### config.mk
export PLATFORM = sky130hd
export DESIGN_NAME = ckrg_regs
export DESIGN_NICKNAME = d
export VERILOG_FILES = /design/src/logic/ckrg_pkg.sv /design/src/logic/ckrg_sync.sv /design/src/logic/ckrg_regs.sv
export SDC_FILE = /design/constraint.sdc
export NUM_CORES = 1
export LEC_CHECK = 0
export ABC_CLOCK_PERIOD_IN_PS = 3800
export BUFFER_PORTS_ARGS = -buffer_cell sky130_fd_sc_hd__buf_4
export CAP_MARGIN = 20
export CORE_MARGIN = 1
export CORE_UTILIZATION = 58
export DETAILED_ROUTE_END_ITERATION = 10
export PLACE_DENSITY = 0.84
export SETUP_SLACK_MARGIN = 0.1
export SLEW_MARGIN = 5
export SYNTH_ARGS = -nofsm -noshare
export SYNTH_HDL_FRONTEND = slang
export SYNTH_SLANG_ARGS = --single-unit
### constraint.sdc
create_clock -name clock -period 3.8 [get_ports clock]
set_clock_uncertainty 0.2 [all_clocks]
set_input_delay 0.38 -clock clock [delete_from_list [all_inputs] [get_ports clock]]
set_output_delay 0.38 -clock clock [all_outputs]
set_load 0.02 [all_outputs]
### src/logic/ckrg_pkg.sv
// constants for the clock, align-reference and range configuration registers
package ckrg_pkg;
  localparam logic [7:0] ADDR_CLOCK_CONTROL_FIRST = 8'h2a;
  localparam logic [7:0] ADDR_CLOCK_CONTROL_SECOND = 8'h2b;
  localparam logic [7:0] ADDR_EDGE_POSITION = 8'h2c;
  localparam logic [7:0] ADDR_FULLSCALE_A = 8'h30;
  localparam logic [7:0] ADDR_FULLSCALE_B = 8'h32;
  localparam logic [7:0] RESET_CLOCK_CONTROL_FIRST = 8'h00;
  localparam logic [7:0] RESET_CLOCK_CONTROL_SECOND = 8'h11;
  localparam logic [15:0] RESET_FULLSCALE = 16'ha000;
  localparam logic [23:0] RESET_EDGE_POSITION = 24'h00_0000;
  localparam int BIT_POLARITY_INVERT = 0;
  localparam int BIT_REF_DC_PECL = 1;
  localparam int BIT_CLOCK_DC_PECL = 2;
  localparam int BIT_MARKER_ROUTE = 3;
  localparam int BIT_NOISE_SUPPRESS = 2;
  localparam int BIT_FEEDBACK_GAIN = 4;
  localparam int BIT_DELAY_LSB = 0;
  localparam int BIT_DELAY_MSB = 1;
endpackage

### src/logic/ckrg_sync.sv
// three-stage synchroniser, change taken once stages two and three agree
`timescale 1ns/1ps
module ckrg_sync
(
  input wire logic clock,
  input wire logic nrst,
  input wire logic async_in,
  output logic sync_out
);
  logic stage1;
  logic stage2;
  logic stage3;
  wire agree = (stage2 == stage3);
  always_ff @(posedge clock or negedge nrst)
  begin
    if (!nrst)
    begin
      stage1 <= 1'b0;
      stage2 <= 1'b0;
      stage3 <= 1'b0;
      sync_out <= 1'b0;
    end
    else
    begin
      stage1 <= async_in;
      stage2 <= stage1;
      stage3 <= stage2;
      if (agree)
      begin
        sync_out <= stage3;
      end
    end
  end
endmodule

### src/logic/ckrg_regs.sv
// configuration and status register bank for clocking and full-scale range
//
// Contract
// marker route plus enable puts reference on lsb
// marker route takes timestamp from align reference
// bit 2 selects dc pecl device clock
// bit 1 selects dc pecl align reference
// bit 0 inverts align reference polarity
// second clock word eight bits, reset 0x11
// bit 4 feedback gain, high, resets one
// host should set supply noise suppression
// bits 1:0 one-hot sample delay, reset 1
// 24-bit edge position status word reported
// edge position read-only, undefined until measured
// host uses position to pick delay select
// channel a range word, reset 0xa000
// host keeps range at or above 0x2000
// channel b range word at 0x32
// host leaves delay select zero for calibration
// channel b range same encoding as a
// reserved bits reset zero, read back written
`timescale 1ns/1ps
module ckrg_regs
(
  input wire logic clock,
  input wire logic nrst,
  input wire logic reg_write,
  input wire logic reg_read,
  input wire logic [7:0] reg_addr,
  input wire logic [7:0] reg_wdata,
  output logic [7:0] reg_rdata,
  input wire logic align_ref_in,
  input wire logic timestamp_in,
  input wire logic sample_marker_enable,
  input wire logic position_valid,
  input wire logic [23:0] position_value,
  input wire logic [7:0] sample_in,
  output logic [7:0] sample_out,
  output logic align_ref_aligned,
  output logic device_clock_dc_pecl_mode,
  output logic align_ref_dc_pecl_mode,
  output logic clock_converter_feedback_gain,
  output logic analog_supply_noise_suppress,
  output logic [1:0] sample_clock_delay_select,
  output logic [15:0] fullscale_adjust_chan_a,
  output logic [15:0] fullscale_adjust_chan_b
);
  logic [7:0] clock_control_first;
  logic [7:0] clock_control_second;
  logic [23:0] align_ref_edge_position;
  logic [15:0] fullscale_range_chan_a;
  logic [15:0] fullscale_range_chan_b;
  logic ref_sync;
  logic stamp_sync;
  logic [7:0] next_rdata;

  // pins are asynchronous to the control clock, so both pass a synchroniser
  ckrg_sync u_ref_sync
  (
    .clock(clock),
    .nrst(nrst),
    .async_in(align_ref_in),
    .sync_out(ref_sync)
  );
  ckrg_sync u_stamp_sync
  (
    .clock(clock),
    .nrst(nrst),
    .async_in(timestamp_in),
    .sync_out(stamp_sync)
  );

  function automatic logic hit(input logic [7:0] addr, input logic [7:0] base);
    hit = (addr == base);
  endfunction

  wire wr_first = reg_write && hit(reg_addr, ckrg_pkg::ADDR_CLOCK_CONTROL_FIRST);
  wire wr_second = reg_write && hit(reg_addr, ckrg_pkg::ADDR_CLOCK_CONTROL_SECOND);
  wire wr_a_lo = reg_write && hit(reg_addr, ckrg_pkg::ADDR_FULLSCALE_A);
  wire wr_a_hi = reg_write && hit(reg_addr, ckrg_pkg::ADDR_FULLSCALE_A + 8'h01);
  wire wr_b_lo = reg_write && hit(reg_addr, ckrg_pkg::ADDR_FULLSCALE_B);
  wire wr_b_hi = reg_write && hit(reg_addr, ckrg_pkg::ADDR_FULLSCALE_B + 8'h01);
  // polarity inversion
  wire ref_aligned = ref_sync ^ clock_control_first[ckrg_pkg::BIT_POLARITY_INVERT];
  wire marker_route = clock_control_first[ckrg_pkg::BIT_MARKER_ROUTE];
  // timestamp source select
  wire marker_source = marker_route ? ref_aligned : stamp_sync;
  // marker on sample lsb
  // enable alone marks from the dedicated pin; the route bit only swaps the source
  wire marker_on = sample_marker_enable;
  wire [7:0] next_sample = marker_on ? {sample_in[7:1], marker_source} : sample_in;

  // read-only status, no write path; multi-byte words read little-endian
  always_comb
  begin
    next_rdata = 8'h00;
    unique case (reg_addr)
      ckrg_pkg::ADDR_CLOCK_CONTROL_FIRST: next_rdata = clock_control_first;
      ckrg_pkg::ADDR_CLOCK_CONTROL_SECOND: next_rdata = clock_control_second;
      ckrg_pkg::ADDR_EDGE_POSITION: next_rdata = align_ref_edge_position[7:0];
      ckrg_pkg::ADDR_EDGE_POSITION + 8'h01: next_rdata = align_ref_edge_position[15:8];
      ckrg_pkg::ADDR_EDGE_POSITION + 8'h02: next_rdata = align_ref_edge_position[23:16];
      ckrg_pkg::ADDR_FULLSCALE_A: next_rdata = fullscale_range_chan_a[7:0];
      ckrg_pkg::ADDR_FULLSCALE_A + 8'h01: next_rdata = fullscale_range_chan_a[15:8];
      ckrg_pkg::ADDR_FULLSCALE_B: next_rdata = fullscale_range_chan_b[7:0];
      ckrg_pkg::ADDR_FULLSCALE_B + 8'h01: next_rdata = fullscale_range_chan_b[15:8];
      default: next_rdata = 8'h00;
    endcase
  end

  // reserved bits stored as written
  always_ff @(posedge clock or negedge nrst)
  begin
    if (!nrst)
    begin
      clock_control_first <= ckrg_pkg::RESET_CLOCK_CONTROL_FIRST;
    end
    else if (wr_first)
    begin
      clock_control_first <= reg_wdata;
    end
  end

  // second clock word with its reset
  always_ff @(posedge clock or negedge nrst)
  begin
    if (!nrst)
    begin
      clock_control_second <= ckrg_pkg::RESET_CLOCK_CONTROL_SECOND;
    end
    else if (wr_second)
    begin
      clock_control_second <= reg_wdata;
    end
  end

  // channel a range word
  always_ff @(posedge clock or negedge nrst)
  begin
    if (!nrst)
    begin
      fullscale_range_chan_a <= ckrg_pkg::RESET_FULLSCALE;
    end
    else
    begin
      if (wr_a_lo)
      begin
        fullscale_range_chan_a[7:0] <= reg_wdata;
      end
      if (wr_a_hi)
      begin
        fullscale_range_chan_a[15:8] <= reg_wdata;
      end
    end
  end

  // channel b range word, same encoding
  always_ff @(posedge clock or negedge nrst)
  begin
    if (!nrst)
    begin
      fullscale_range_chan_b <= ckrg_pkg::RESET_FULLSCALE;
    end
    else
    begin
      if (wr_b_lo)
      begin
        fullscale_range_chan_b[7:0] <= reg_wdata;
      end
      if (wr_b_hi)
      begin
        fullscale_range_chan_b[15:8] <= reg_wdata;
      end
    end
  end

  // capture measured edge position
  always_ff @(posedge clock or negedge nrst)
  begin
    if (!nrst)
    begin
      align_ref_edge_position <= ckrg_pkg::RESET_EDGE_POSITION;
    end
    else if (position_valid)
    begin
      align_ref_edge_position <= position_value;
    end
  end

  always_ff @(posedge clock or negedge nrst)
  begin
    if (!nrst)
    begin
      reg_rdata <= 8'h00;
      sample_out <= 8'h00;
      align_ref_aligned <= 1'b0;
    end
    else
    begin
      reg_rdata <= reg_read ? next_rdata : 8'h00;
      sample_out <= next_sample;
      align_ref_aligned <= ref_aligned;
    end
  end

  // mode outputs registered again so every top output leaves a flip-flop
  always_ff @(posedge clock or negedge nrst)
  begin
    if (!nrst)
    begin
      device_clock_dc_pecl_mode <= 1'b0;
      align_ref_dc_pecl_mode <= 1'b0;
      clock_converter_feedback_gain <=
        ckrg_pkg::RESET_CLOCK_CONTROL_SECOND[ckrg_pkg::BIT_FEEDBACK_GAIN];
      analog_supply_noise_suppress <= 1'b0;
      sample_clock_delay_select <=
        ckrg_pkg::RESET_CLOCK_CONTROL_SECOND[ckrg_pkg::BIT_DELAY_MSB:ckrg_pkg::BIT_DELAY_LSB];
      fullscale_adjust_chan_a <= ckrg_pkg::RESET_FULLSCALE;
      fullscale_adjust_chan_b <= ckrg_pkg::RESET_FULLSCALE;
    end
    else
    begin
      // device clock pecl mode
      device_clock_dc_pecl_mode <= clock_control_first[ckrg_pkg::BIT_CLOCK_DC_PECL];
      // reference pecl mode
      align_ref_dc_pecl_mode <= clock_control_first[ckrg_pkg::BIT_REF_DC_PECL];
      // feedback gain select
      clock_converter_feedback_gain <= clock_control_second[ckrg_pkg::BIT_FEEDBACK_GAIN];
      analog_supply_noise_suppress <= clock_control_second[ckrg_pkg::BIT_NOISE_SUPPRESS];
      // one-hot delay passed as written
      sample_clock_delay_select <=
        clock_control_second[ckrg_pkg::BIT_DELAY_MSB:ckrg_pkg::BIT_DELAY_LSB];
      fullscale_adjust_chan_a <= fullscale_range_chan_a;
      fullscale_adjust_chan_b <= fullscale_range_chan_b;
    end
  end
endmodule

==> results of run 1 <==
[cell usage after synthesis]
master,n
a32oi_1,4
a221o_1,3
or2_2,2
nor3_2,1
maj3_1,2
a31o_2,1
a21oi_1,6
dfstp_2,12
or3b_1,1
dfrtp_1,123
nor3b_2,1
mux2_4,8
nand3b_1,4
a21bo_2,1
o211ai_1,6
buf_1,2
o2bb2ai_1,1
o21ai_0,6
xor2_1,1
nand2b_1,2
inv_1,5
and3_1,3
or3b_2,1
mux4_2,7
buf_2,9
and2_1,2
mux2_2,64
nand3_1,2
nand2_1,10
o22ai_1,4
or2b_1,1
nand3_2,3
nor2_1,5
nor2_2,1
mux2i_1,11
nor3b_4,1
nor2b_1,3
buf_6,1
clkbuf_1,3
a31oi_1,1
nor3_1,1
buf_4,1
[final cells by class]
type                            count  share of cell area, %
Inverter                            5                  0.266
Timing Repair Buffer              156                   18.2
Clock buffer                       22                   6.56
Clock inverter                     10                   1.68
Multi-Input combinational cell    170                   23.3
Sequential cell                   135                   48.1
Tap cell                          105                   1.86
[stage by stage]
stage	hold WS (ps)	cells	setup slack [ps]	power (uW)
4_1_cts	80.6	603	1960	3500
5_1_grt	106	603	1850	3610
2_1_floorplan	-116	326	1930	1720
3_3_place_gp	132	527	1480	1860
3_5_place_dp	141	527	1430	1870
6_report	86.5	603	1950	3490
[worst paths after layout]
| check | to | slack [ps] |
|---|---|---|
| worst min-delay path | align_ref_edge_position[13] | 90 |
| worst min register to register | u_stamp_sync.stage2 | 150 |
| worst max register to register | sample_out[0] | 2090 |
| worst max-delay path | clock_control_first[0] | 1950 |
| min in group asynchronous | u_stamp_sync.stage1 | 290 |
| max in group asynchronous | fullscale_range_chan_a[13] | 2230 |
[flip-flops by register name (all words and copies together) (netlist names), 2 cells and up]
signal / cells
align_ref_edge_position: 24
clock_control_first: 8
clock_control_second: 8
fullscale_adjust_chan_a: 16
fullscale_adjust_chan_b: 16
fullscale_range_chan_a: 16
fullscale_range_chan_b: 16
reg_rdata: 8
sample_clock_delay_select: 2
sample_out: 8
[worst register-to-register path, stage by stage (launching register included)]
cell and delay [ps]:
dfrtp_1 410, xor2_1 190, mux2i_1 160, mux2i_1 90, dlygate4sd3_1 560
[power breakdown]
group | switching [uW] | internal (uW)
Combinational | 153 | 172
Clock | 606 | 990
Sequential | 44.3 | 1520
Total | 804 | 2690
[placed cells by master, fill, tap and decap left out, drive strengths merged, types with 2 or more instances in the layout]
cell type	n
dfrtp	123
buf	112
mux2	72
dlygate4sd3	44
clkbuf	22
dfstp	12
mux2i	11
nand2	10
inv	8
mux4	7
o211ai	6
a21oi	6
o21ai	6
nor2	6
nand3	5
o22ai	4
a32oi	4
nand3b	4
nor2b	3
a221o	3
and3	3
clkinvlp	3
and2	2
nand2b	2
or2	2
maj3	2
bufinv	2
clkinv	2
nor3b	2
or3b	2
nor3	2
[cell families after synthesis]
group / share of synthesized area (%)
mux: 21.6
flops: 66.0
fa+ha+maj: 0.389
compound gates: 4.45
xor+xnor: 0.170
buf+inv: 1.97
simple gates: 5.43
[routing by layer]
layer	track usage (%)	routed length, um	vias up
li1	-	-	1498
met1	35.7	4730	1741
met2	43.8	5870	135
met3	5.77	657	17
met4	10.4	143	0
met5	0	0	-
==> impl_metrics.json, run 1 <==
{
  "reg2reg_depth": 4,
  "syn_area_per_cell_sq_um": 15.8,
  "status": "finished clean",
  "cp.arrival_ps": 2040,
  "ys_seq_area_share_pct": 66.0,
  "drc": 0,
  "htree_levels": 4,
  "ys_warn_count": 0,
  "num_vias": 3391,
  "fp.dieW_um": 96.1,
  "nFillCells": 415,
  "path_clk_slew_ps": 60,
  "cts_resized": 0,
  "design_area_sq_mm": 0.00706,
  "path_cells": "buf_4 > or3b_2 > nor2_2 > nand3_2 > mux2_2",
  "cp-start-kind": "input port",
  "synth_fp_nets": 382,
  "start_util_pct": 61.3,
  "fin_crit_sh_pct": 48.7,
  "dp_hpwl_um": 6830,
  "dieArea_sq_mm": 0.00924,
  "drt_first_pass_iters": 5,
  "fin_crit_ps": 1850,
  "final_nets": 541,
  "cts-root-buf": "clkbuf_8",
  "critPathCaptureType": "flop",
  "cts_setup_buffers": 0,
  "cpMaxStageDelayCell": "or3b_2",
  "cp_max_fo": 12,
  "final_layout_size_suffix_gt1_share_pct": 49.2,
  "core_sq_mm": 0.00838,
  "placed_area_sq_mm": 0.00603,
  "post_drt_via_cell_ratio": 5.62,
  "place_congestion": 0.913,
  "synth_cell_types": 42,
  "report.final.hold_viol_count": 0,
  "grt-ovfl-total": 0,
  "antenna_cells": 0,
  "cts_buffers": 17,
  "vdd_drop_max_uv": 379,
  "critPathKind": "input port to flop",
  "slew_violations": 0,
  "totalWireLength_um": 11400,
  "rsz0062_at_grt": "false",
  "powerDensity_mw_per_mm2": 495,
  "min-delay-start": "position_valid",
  "cts_max_path_buffers": 2,
  "die_h_um": 96.1,
  "tns_ps": 0,
  "hold_path_depth": 2,
  "drtAntennaViolNets": 0,
  "first_iter_violations": 210,
  "grt_usage_pct": 27.0,
  "multi_input_area_sq_mm": 0.00165,
  "synthCells": 326,
  "avgRoutedWirePerCell_um": 18.9,
  "crit_buf_inv": 1,
  "regArea_sq_mm": 0.00339,
  "cp.required_ps": 3990,
  "max_slew_margin_pct": 46.4,
  "crit_start": "reg_addr[7]",
  "grt_start_max_net_pins": 89,
  "postCtsHoldBufs": 44,
  "ios": 111,
  "ys_top_cells_by_area": "dfrtp_1 (60%), mux2_2 (14%), dfstp_2 (6.1%), mux4_2 (3.1%), mux2_4 (2.3%)",
  "grt_pass1_wl_um": 17900,
  "syn-cell-area_sq_mm": 0.00514,
  "cpPeakStageDelay_ps": 480,
  "setup_viol": 0,
  "areaGrowthSynthToFinish_pct": 37.3,
  "synth_top_cell_by_area": "dfrtp_1",
  "max_cap_viol_count": 0,
  "io_buffers": 110,
  "clock.fmax_ghz": 0.541,
  "power.leakage_uw": 0.00342,
  "cp.depth": 5,
  "worstReg2RegStart": "clock_control_first[0]",
  "synth_top_cell_area_share_pct": 59.9,
  "tightest_slew_ps": 800,
  "numClockSinks": 135,
  "ys_ff_latch": 135,
  "fin_util_pct": 84.2,
  "hp-class": "input port to flop",
  "first_global_vias": 3440,
  "cts_tree": "yes",
  "antenna_found_initial": 1,
  "num_rows": 33,
  "crit_family": "simple AND/OR/NAND/NOR gates",
  "clock_insertion_delay_worst_skew_ps": 510
}
No activity file was read; power rests on OpenSTA's default activity.
==> run 2: changes to the inputs <==
- ABC_CLOCK_PERIOD_IN_PS: 3800 -> 1620
- CORE_UTILIZATION: 58 -> 49
- PLACE_DENSITY: 0.84 -> 0.76
- clock period: 3.8 -> 1.62 ns (I/O delays scaled with it)
==> run 2 against run 1 <==
First-iteration DRC count down 17%. Core utilization shrank 9.8 points. Clock power rose by 140%. Final cell count is 12% higher. Global-route usage is 2.5 points lower. Sequential power rose by 130%. Sequential cell count did not move. Highest routed layer unchanged. Non-clock buffer count is 43 higher. Routed wire length up 6.6%. Sequential share of layout area is 3.5 points lower.
==> impl_metrics.json, run 2 (same netlist as run 1, synthesis figures left out) <==
{
  "final_nets": 584,
  "antenna_found_initial": 0,
  "htree_levels": 4,
  "drt_first_pass_iters": 4,
  "largest_reg_flops": 24,
  "place_congestion": 0.872,
  "powerDensity_mw_per_mm2": 1110,
  "first_global_vias": 3822,
  "dieArea_sq_mm": 0.0109,
  "cp.arrival_ps": 1740,
  "setup_viol": 0,
  "cp_max_fo": 2,
  "num_vias": 3516,
  "final_layout_size_suffix_gt1_share_pct": 51.8,
  "p_total_uw": 8440,
  "fin_crit_sh_pct": 94.8,
  "drc": 0,
  "num_rows": 37,
  "areaGrowthSynthToFinish_pct": 48.0,
  "drtAntennaViolNets": 0,
  "path_clk_slew_ps": 60,
  "grt_pass1_wl_um": 20100,
  "grt_start_max_net_pins": 44,
  "cp.required_ps": 1820,
  "cts_buffers": 17,
  "grt-ovfl-total": 0,
  "cts-root-buf": "clkbuf_8",
  "critPathKind": "flop to flop",
  "top_register": "align_ref_edge_position",
  "avgRoutedWirePerCell_um": 18.0,
  "cp-start-kind": "flop",
  "post_layout_nonfiller_instances": 677,
  "critPathCaptureType": "flop",
  "clock_insertion_delay_worst_skew_ps": 520,
  "numClockSinks": 135,
  "final_common_cell": "buf_4",
  "start_util_pct": 50.2,
  "fin_crit_ps": 1540,
  "fin_util_pct": 74.4,
  "io_buffers": 110,
  "cts_max_path_buffers": 2,
  "totalWireLength_um": 12200,
  "first_iter_violations": 175,
  "slew_violations": 0,
  "hp-class": "input port to flop",
  "max_slew_margin_pct": 54.3,
  "vdd_drop_max_uv": 674,
  "cts_tree": "yes",
  "die_h_um": 104,
  "grt_usage_pct": 24.5,
  "dp_cells": 584,
  "ios": 111,
  "status": "finished clean",
  "place_ws_ps": -155,
  "max_cap_viol_count": 0,
  "clock.fmax_ghz": 0.651,
  "final_cell_mix": "buf_4 (132), dfrtp_1 (123), mux2_2 (63), dlygate4sd3_1 (54), clkbuf_16 (16)",
  "core_sq_mm": 0.0102,
  "report.final.hold_viol_count": 0,
  "antenna_cells": 0,
  "tightest_slew_ps": 683,
  "post_drt_via_cell_ratio": 5.19,
  "power.leakage_uw": 0.00368,
  "setup_ws_ps": 83.8,
  "dp_hpwl_um": 7620,
  "rsz0062_at_grt": "true",
  "fp.dieW_um": 104
}
run 2: metrics by stage:
step / cell area [sq um] / TNS [ps] / hold slack [ps]
finish: 7610 / 0 / 10.2
global route: 7610 / 0 / 30.5
CTS: 7690 / 0 / 1.37
detailed placement: 6380 / -6060 / -80.4
global placement: 6380 / -5010 / -86.7
floorplan: 5180 / -57.6 / -334
run 2: timing repair:
item,4_1_cts,5_1_grt
hold buffers,67,1
resized for setup,7,4
endpoints found under the setup margin,8,64
pin swaps,2,0
buffers inserted,2,5
hold endpoints to repair,225,14
run 2: cell type report:
type / instances / area, sq um
flip-flops and latches: 135 / 3390
fillers: 644 / 2620
repair buffers: 199 / 1740
multi-input cells: 170 / 1680
clock buffers: 19 / 432
clock inverters: 13 / 170
well taps: 136 / 170
inverters: 5 / 18.8
run 2: final timing paths:
path	startpoint	end	slack (ps)	cells after the start
max in group asynchronous	nrst	clock_control_second[0]	250	4
min in group asynchronous	nrst	fullscale_range_chan_a[7]	450	3
worst max-delay path	align_ref_edge_position[17]	reg_rdata[1]	80	4
worst max register to register	align_ref_edge_position[17]	reg_rdata[1]	80	4
worst min-delay path	reg_addr[3]	reg_rdata[6]	10	5
worst min register to register	u_ref_sync.stage1	u_ref_sync.stage2	150	0
run 2: report_power, final:
part | total, uW | internal [uW] | switching [uW]
combinational | 878 | 491 | 387
sequential | 3680 | 3570 | 108
clock | 3880 | 2400 | 1480
run 2: worst max-delay path, cell delays in order (launching register included):
cell	delay, ps
dfrtp_1	390
mux2_2	270
a221o_1	310
a32oi_1	180
nor2_1	60
run 2: layer usage:
layer  vias to the layer above  track usage, %  share of wire, %
li1                       1580               -                 -
met1                      1799            30.9                42
met2                       116            40.8                51
met3                        21            4.95               4.5
met4                         0            10.9               2.1
met5                         -               0                 0
==> run 3: changes to the inputs <==
==> constraint.sdc (replaced) <==
create_clock -name clock -period 1.62 [get_ports clock]
set_clock_uncertainty 0.2 [all_clocks]
set_input_delay 0.081 -clock clock [delete_from_list [all_inputs] [get_ports clock]]
set_output_delay 0.081 -clock clock [all_outputs]
set_load 0.02 [all_outputs]
==> run 3 against run 2 <==
Sequential share of layout area decreased by 0.91 points. First-iteration DRC count down 10%. Maximum frequency shrank 1.6%. Critical endpoint is now reg_rdata[6]. Critical path type is now input port to flop. Hold slack worse by 9.5 ps. Routed wire length grew 0.26%. Register-to-register slack about the same.
==> impl_metrics.json, run 3 (same netlist as run 1, synthesis figures left out) <==
{
  "status": "finished clean",
  "final_layout_size_suffix_gt1_share_pct": 49.9,
  "cts_tree": "yes",
  "critPathKind": "input port to flop",
  "post_drt_via_cell_ratio": 5.19,
  "dieArea_sq_mm": 0.0109,
  "drt_first_pass_iters": 4,
  "rrSetupSlack_ps": 80,
  "first_global_vias": 3850,
  "final_nets": 596,
  "ios": 111,
  "tightest_slew_ps": 580,
  "fin_crit_sh_pct": 96.4,
  "top_usage_layer": "met2",
  "die_h_um": 104,
  "cp_max_fo": 2,
  "final_cell_mix": "buf_4 (131), dfrtp_1 (123), dlygate4sd3_1 (70), mux2_2 (63), clkbuf_16 (16)",
  "p_total_uw": 8720,
  "numClockSinks": 135,
  "dp_cells": 580,
  "worstReg2RegStart": "clock_control_first[2]",
  "critPathCaptureType": "flop",
  "grt_pass1_wl_um": 19700,
  "grtUsageMet3_pct": 7.08,
  "reg2reg_depth": 4,
  "grt-ovfl-total": 0,
  "hold_path_depth": 5,
  "start_util_pct": 50.2,
  "final_common_cell": "buf_4",
  "top_register": "align_ref_edge_position",
  "vdd_drop_max_uv": 789,
  "hp-class": "input port to flop",
  "grt_usage_pct": 24.1,
  "clock.fmax_ghz": 0.640,
  "largest_reg_flops": 24,
  "cts-root-buf": "clkbuf_8",
  "grt_use_met1_pct": 30.2,
  "regArea_sq_mm": 0.00339,
  "hold_end": "clock_control_second[7]",
  "min-delay-start": "reg_addr[6]",
  "crit_start": "reg_addr[7]",
  "fin_crit_ps": 1560,
  "htree_levels": 4,
  "drc": 0,
  "setup_viol": 0,
  "num_rows": 37,
  "place_congestion": 0.895,
  "fp.dieW_um": 104,
  "cp-start-kind": "input port",
  "r2r_end": "reg_rdata[2]",
  "antenna_cells": 0,
  "powerDensity_mw_per_mm2": 1120,
  "post_layout_nonfiller_instances": 689,
  "path_clk_slew_ps": 60,
  "fin_util_pct": 75.9,
  "max_slew_margin_pct": 61.2,
  "core_sq_mm": 0.0102,
  "drtAntennaViolNets": 0,
  "dp_hpwl_um": 7430,
  "multi_input_area_sq_mm": 0.00168,
  "report.final.hold_viol_count": 0,
  "max_cap_viol_count": 0,
  "areaGrowthSynthToFinish_pct": 51.1,
  "cts_buffers": 17,
  "use_met2_pct": 39.0,
  "clock_insertion_delay_worst_skew_ps": 520,
  "num_vias": 3578,
  "nFillCells": 633,
  "slew_violations": 0,
  "cp.required_ps": 1830,
  "grt_start_max_net_pins": 46,
  "antenna_found_initial": 0,
  "rsz0062_at_grt": "true",
  "totalWireLength_um": 12200,
  "first_iter_violations": 157,
  "power.leakage_uw": 0.00375,
  "cp.arrival_ps": 1780,
  "io_buffers": 110,
  "cts_max_path_buffers": 2,
  "avgRoutedWirePerCell_um": 17.7
}
-- run 3: cell count changes in the layout (fill, tap and decap cells not counted), moves of 2 or more --
cell / change
dlygate4sd3_1: +16
buf_6: -3
clkinv_2: +2
bufinv_16: +2
clkinv_4: -2
inv_6: -2
-- run 3: repair_timing --
| item | 4_1_cts | 5_1_grt |
|---|---|---|
| hold buffers | 78 | 4 |
| buffers inserted | 1 | 6 |
| pin swaps | 2 | 0 |
| gates cloned | 0 | 0 |
| resized for setup | 1 | 6 |
| endpoints found under the setup margin | 2 | 36 |
| hold endpoints to repair | 225 | 13 |
-- run 3: per-layer routing --
metal	vias to the layer above	wire (um)
met3	32	764
met5	-	0
met1	1792	5100
li1	1611	-
met4	0	274
met2	143	6050
-- run 3: worst max-delay path by stage --
stage	endpoint	cells past startpoint
CTS	reg_rdata[2]	4
detailed placement	clock_control_first[1]	5
global route	reg_rdata[1]	4
global placement	clock_control_first[1]	5
floorplan	fullscale_range_chan_a[10]	5
finish	reg_rdata[6]	6
-- run 3: cell type report --
type / count / share of cell area (%)
Tap cell: 136 / 2.19
Clock buffer: 20 / 5.74
Sequential cell: 135 / 43.7
Inverter: 5 / 0.242
Multi-Input combinational cell: 170 / 21.7
Clock inverter: 12 / 2.55
Timing Repair Buffer: 211 / 23.9
-- run 3: critical path: stages --
cell and delay (ps):
buf_4 120, or3b_2 480, dlygate4sd3_1 580, nor3_1 170, a32oi_1 90, a31oi_1 250
-- run 3: metrics by stage --
step           worst slack (ps)  TNS [ps]  hold WS, ps  area, sq um
2_1_floorplan              71.4         0         -415         5150
3_3_place_gp               -179     -3510         -208         6340
3_5_place_dp               -249     -4660         -198         6340
4_1_cts                    94.3         0        -95.8         7770
5_1_grt                    16.8         0         2.54         7760
6_report                   58.1         0        0.690         7760
-- run 3: where the power goes --
group	internal, uW	total (uW)	switching (uW)
logic	510	902	393
clock network	2740	4140	1400
registers	3570	3670	101
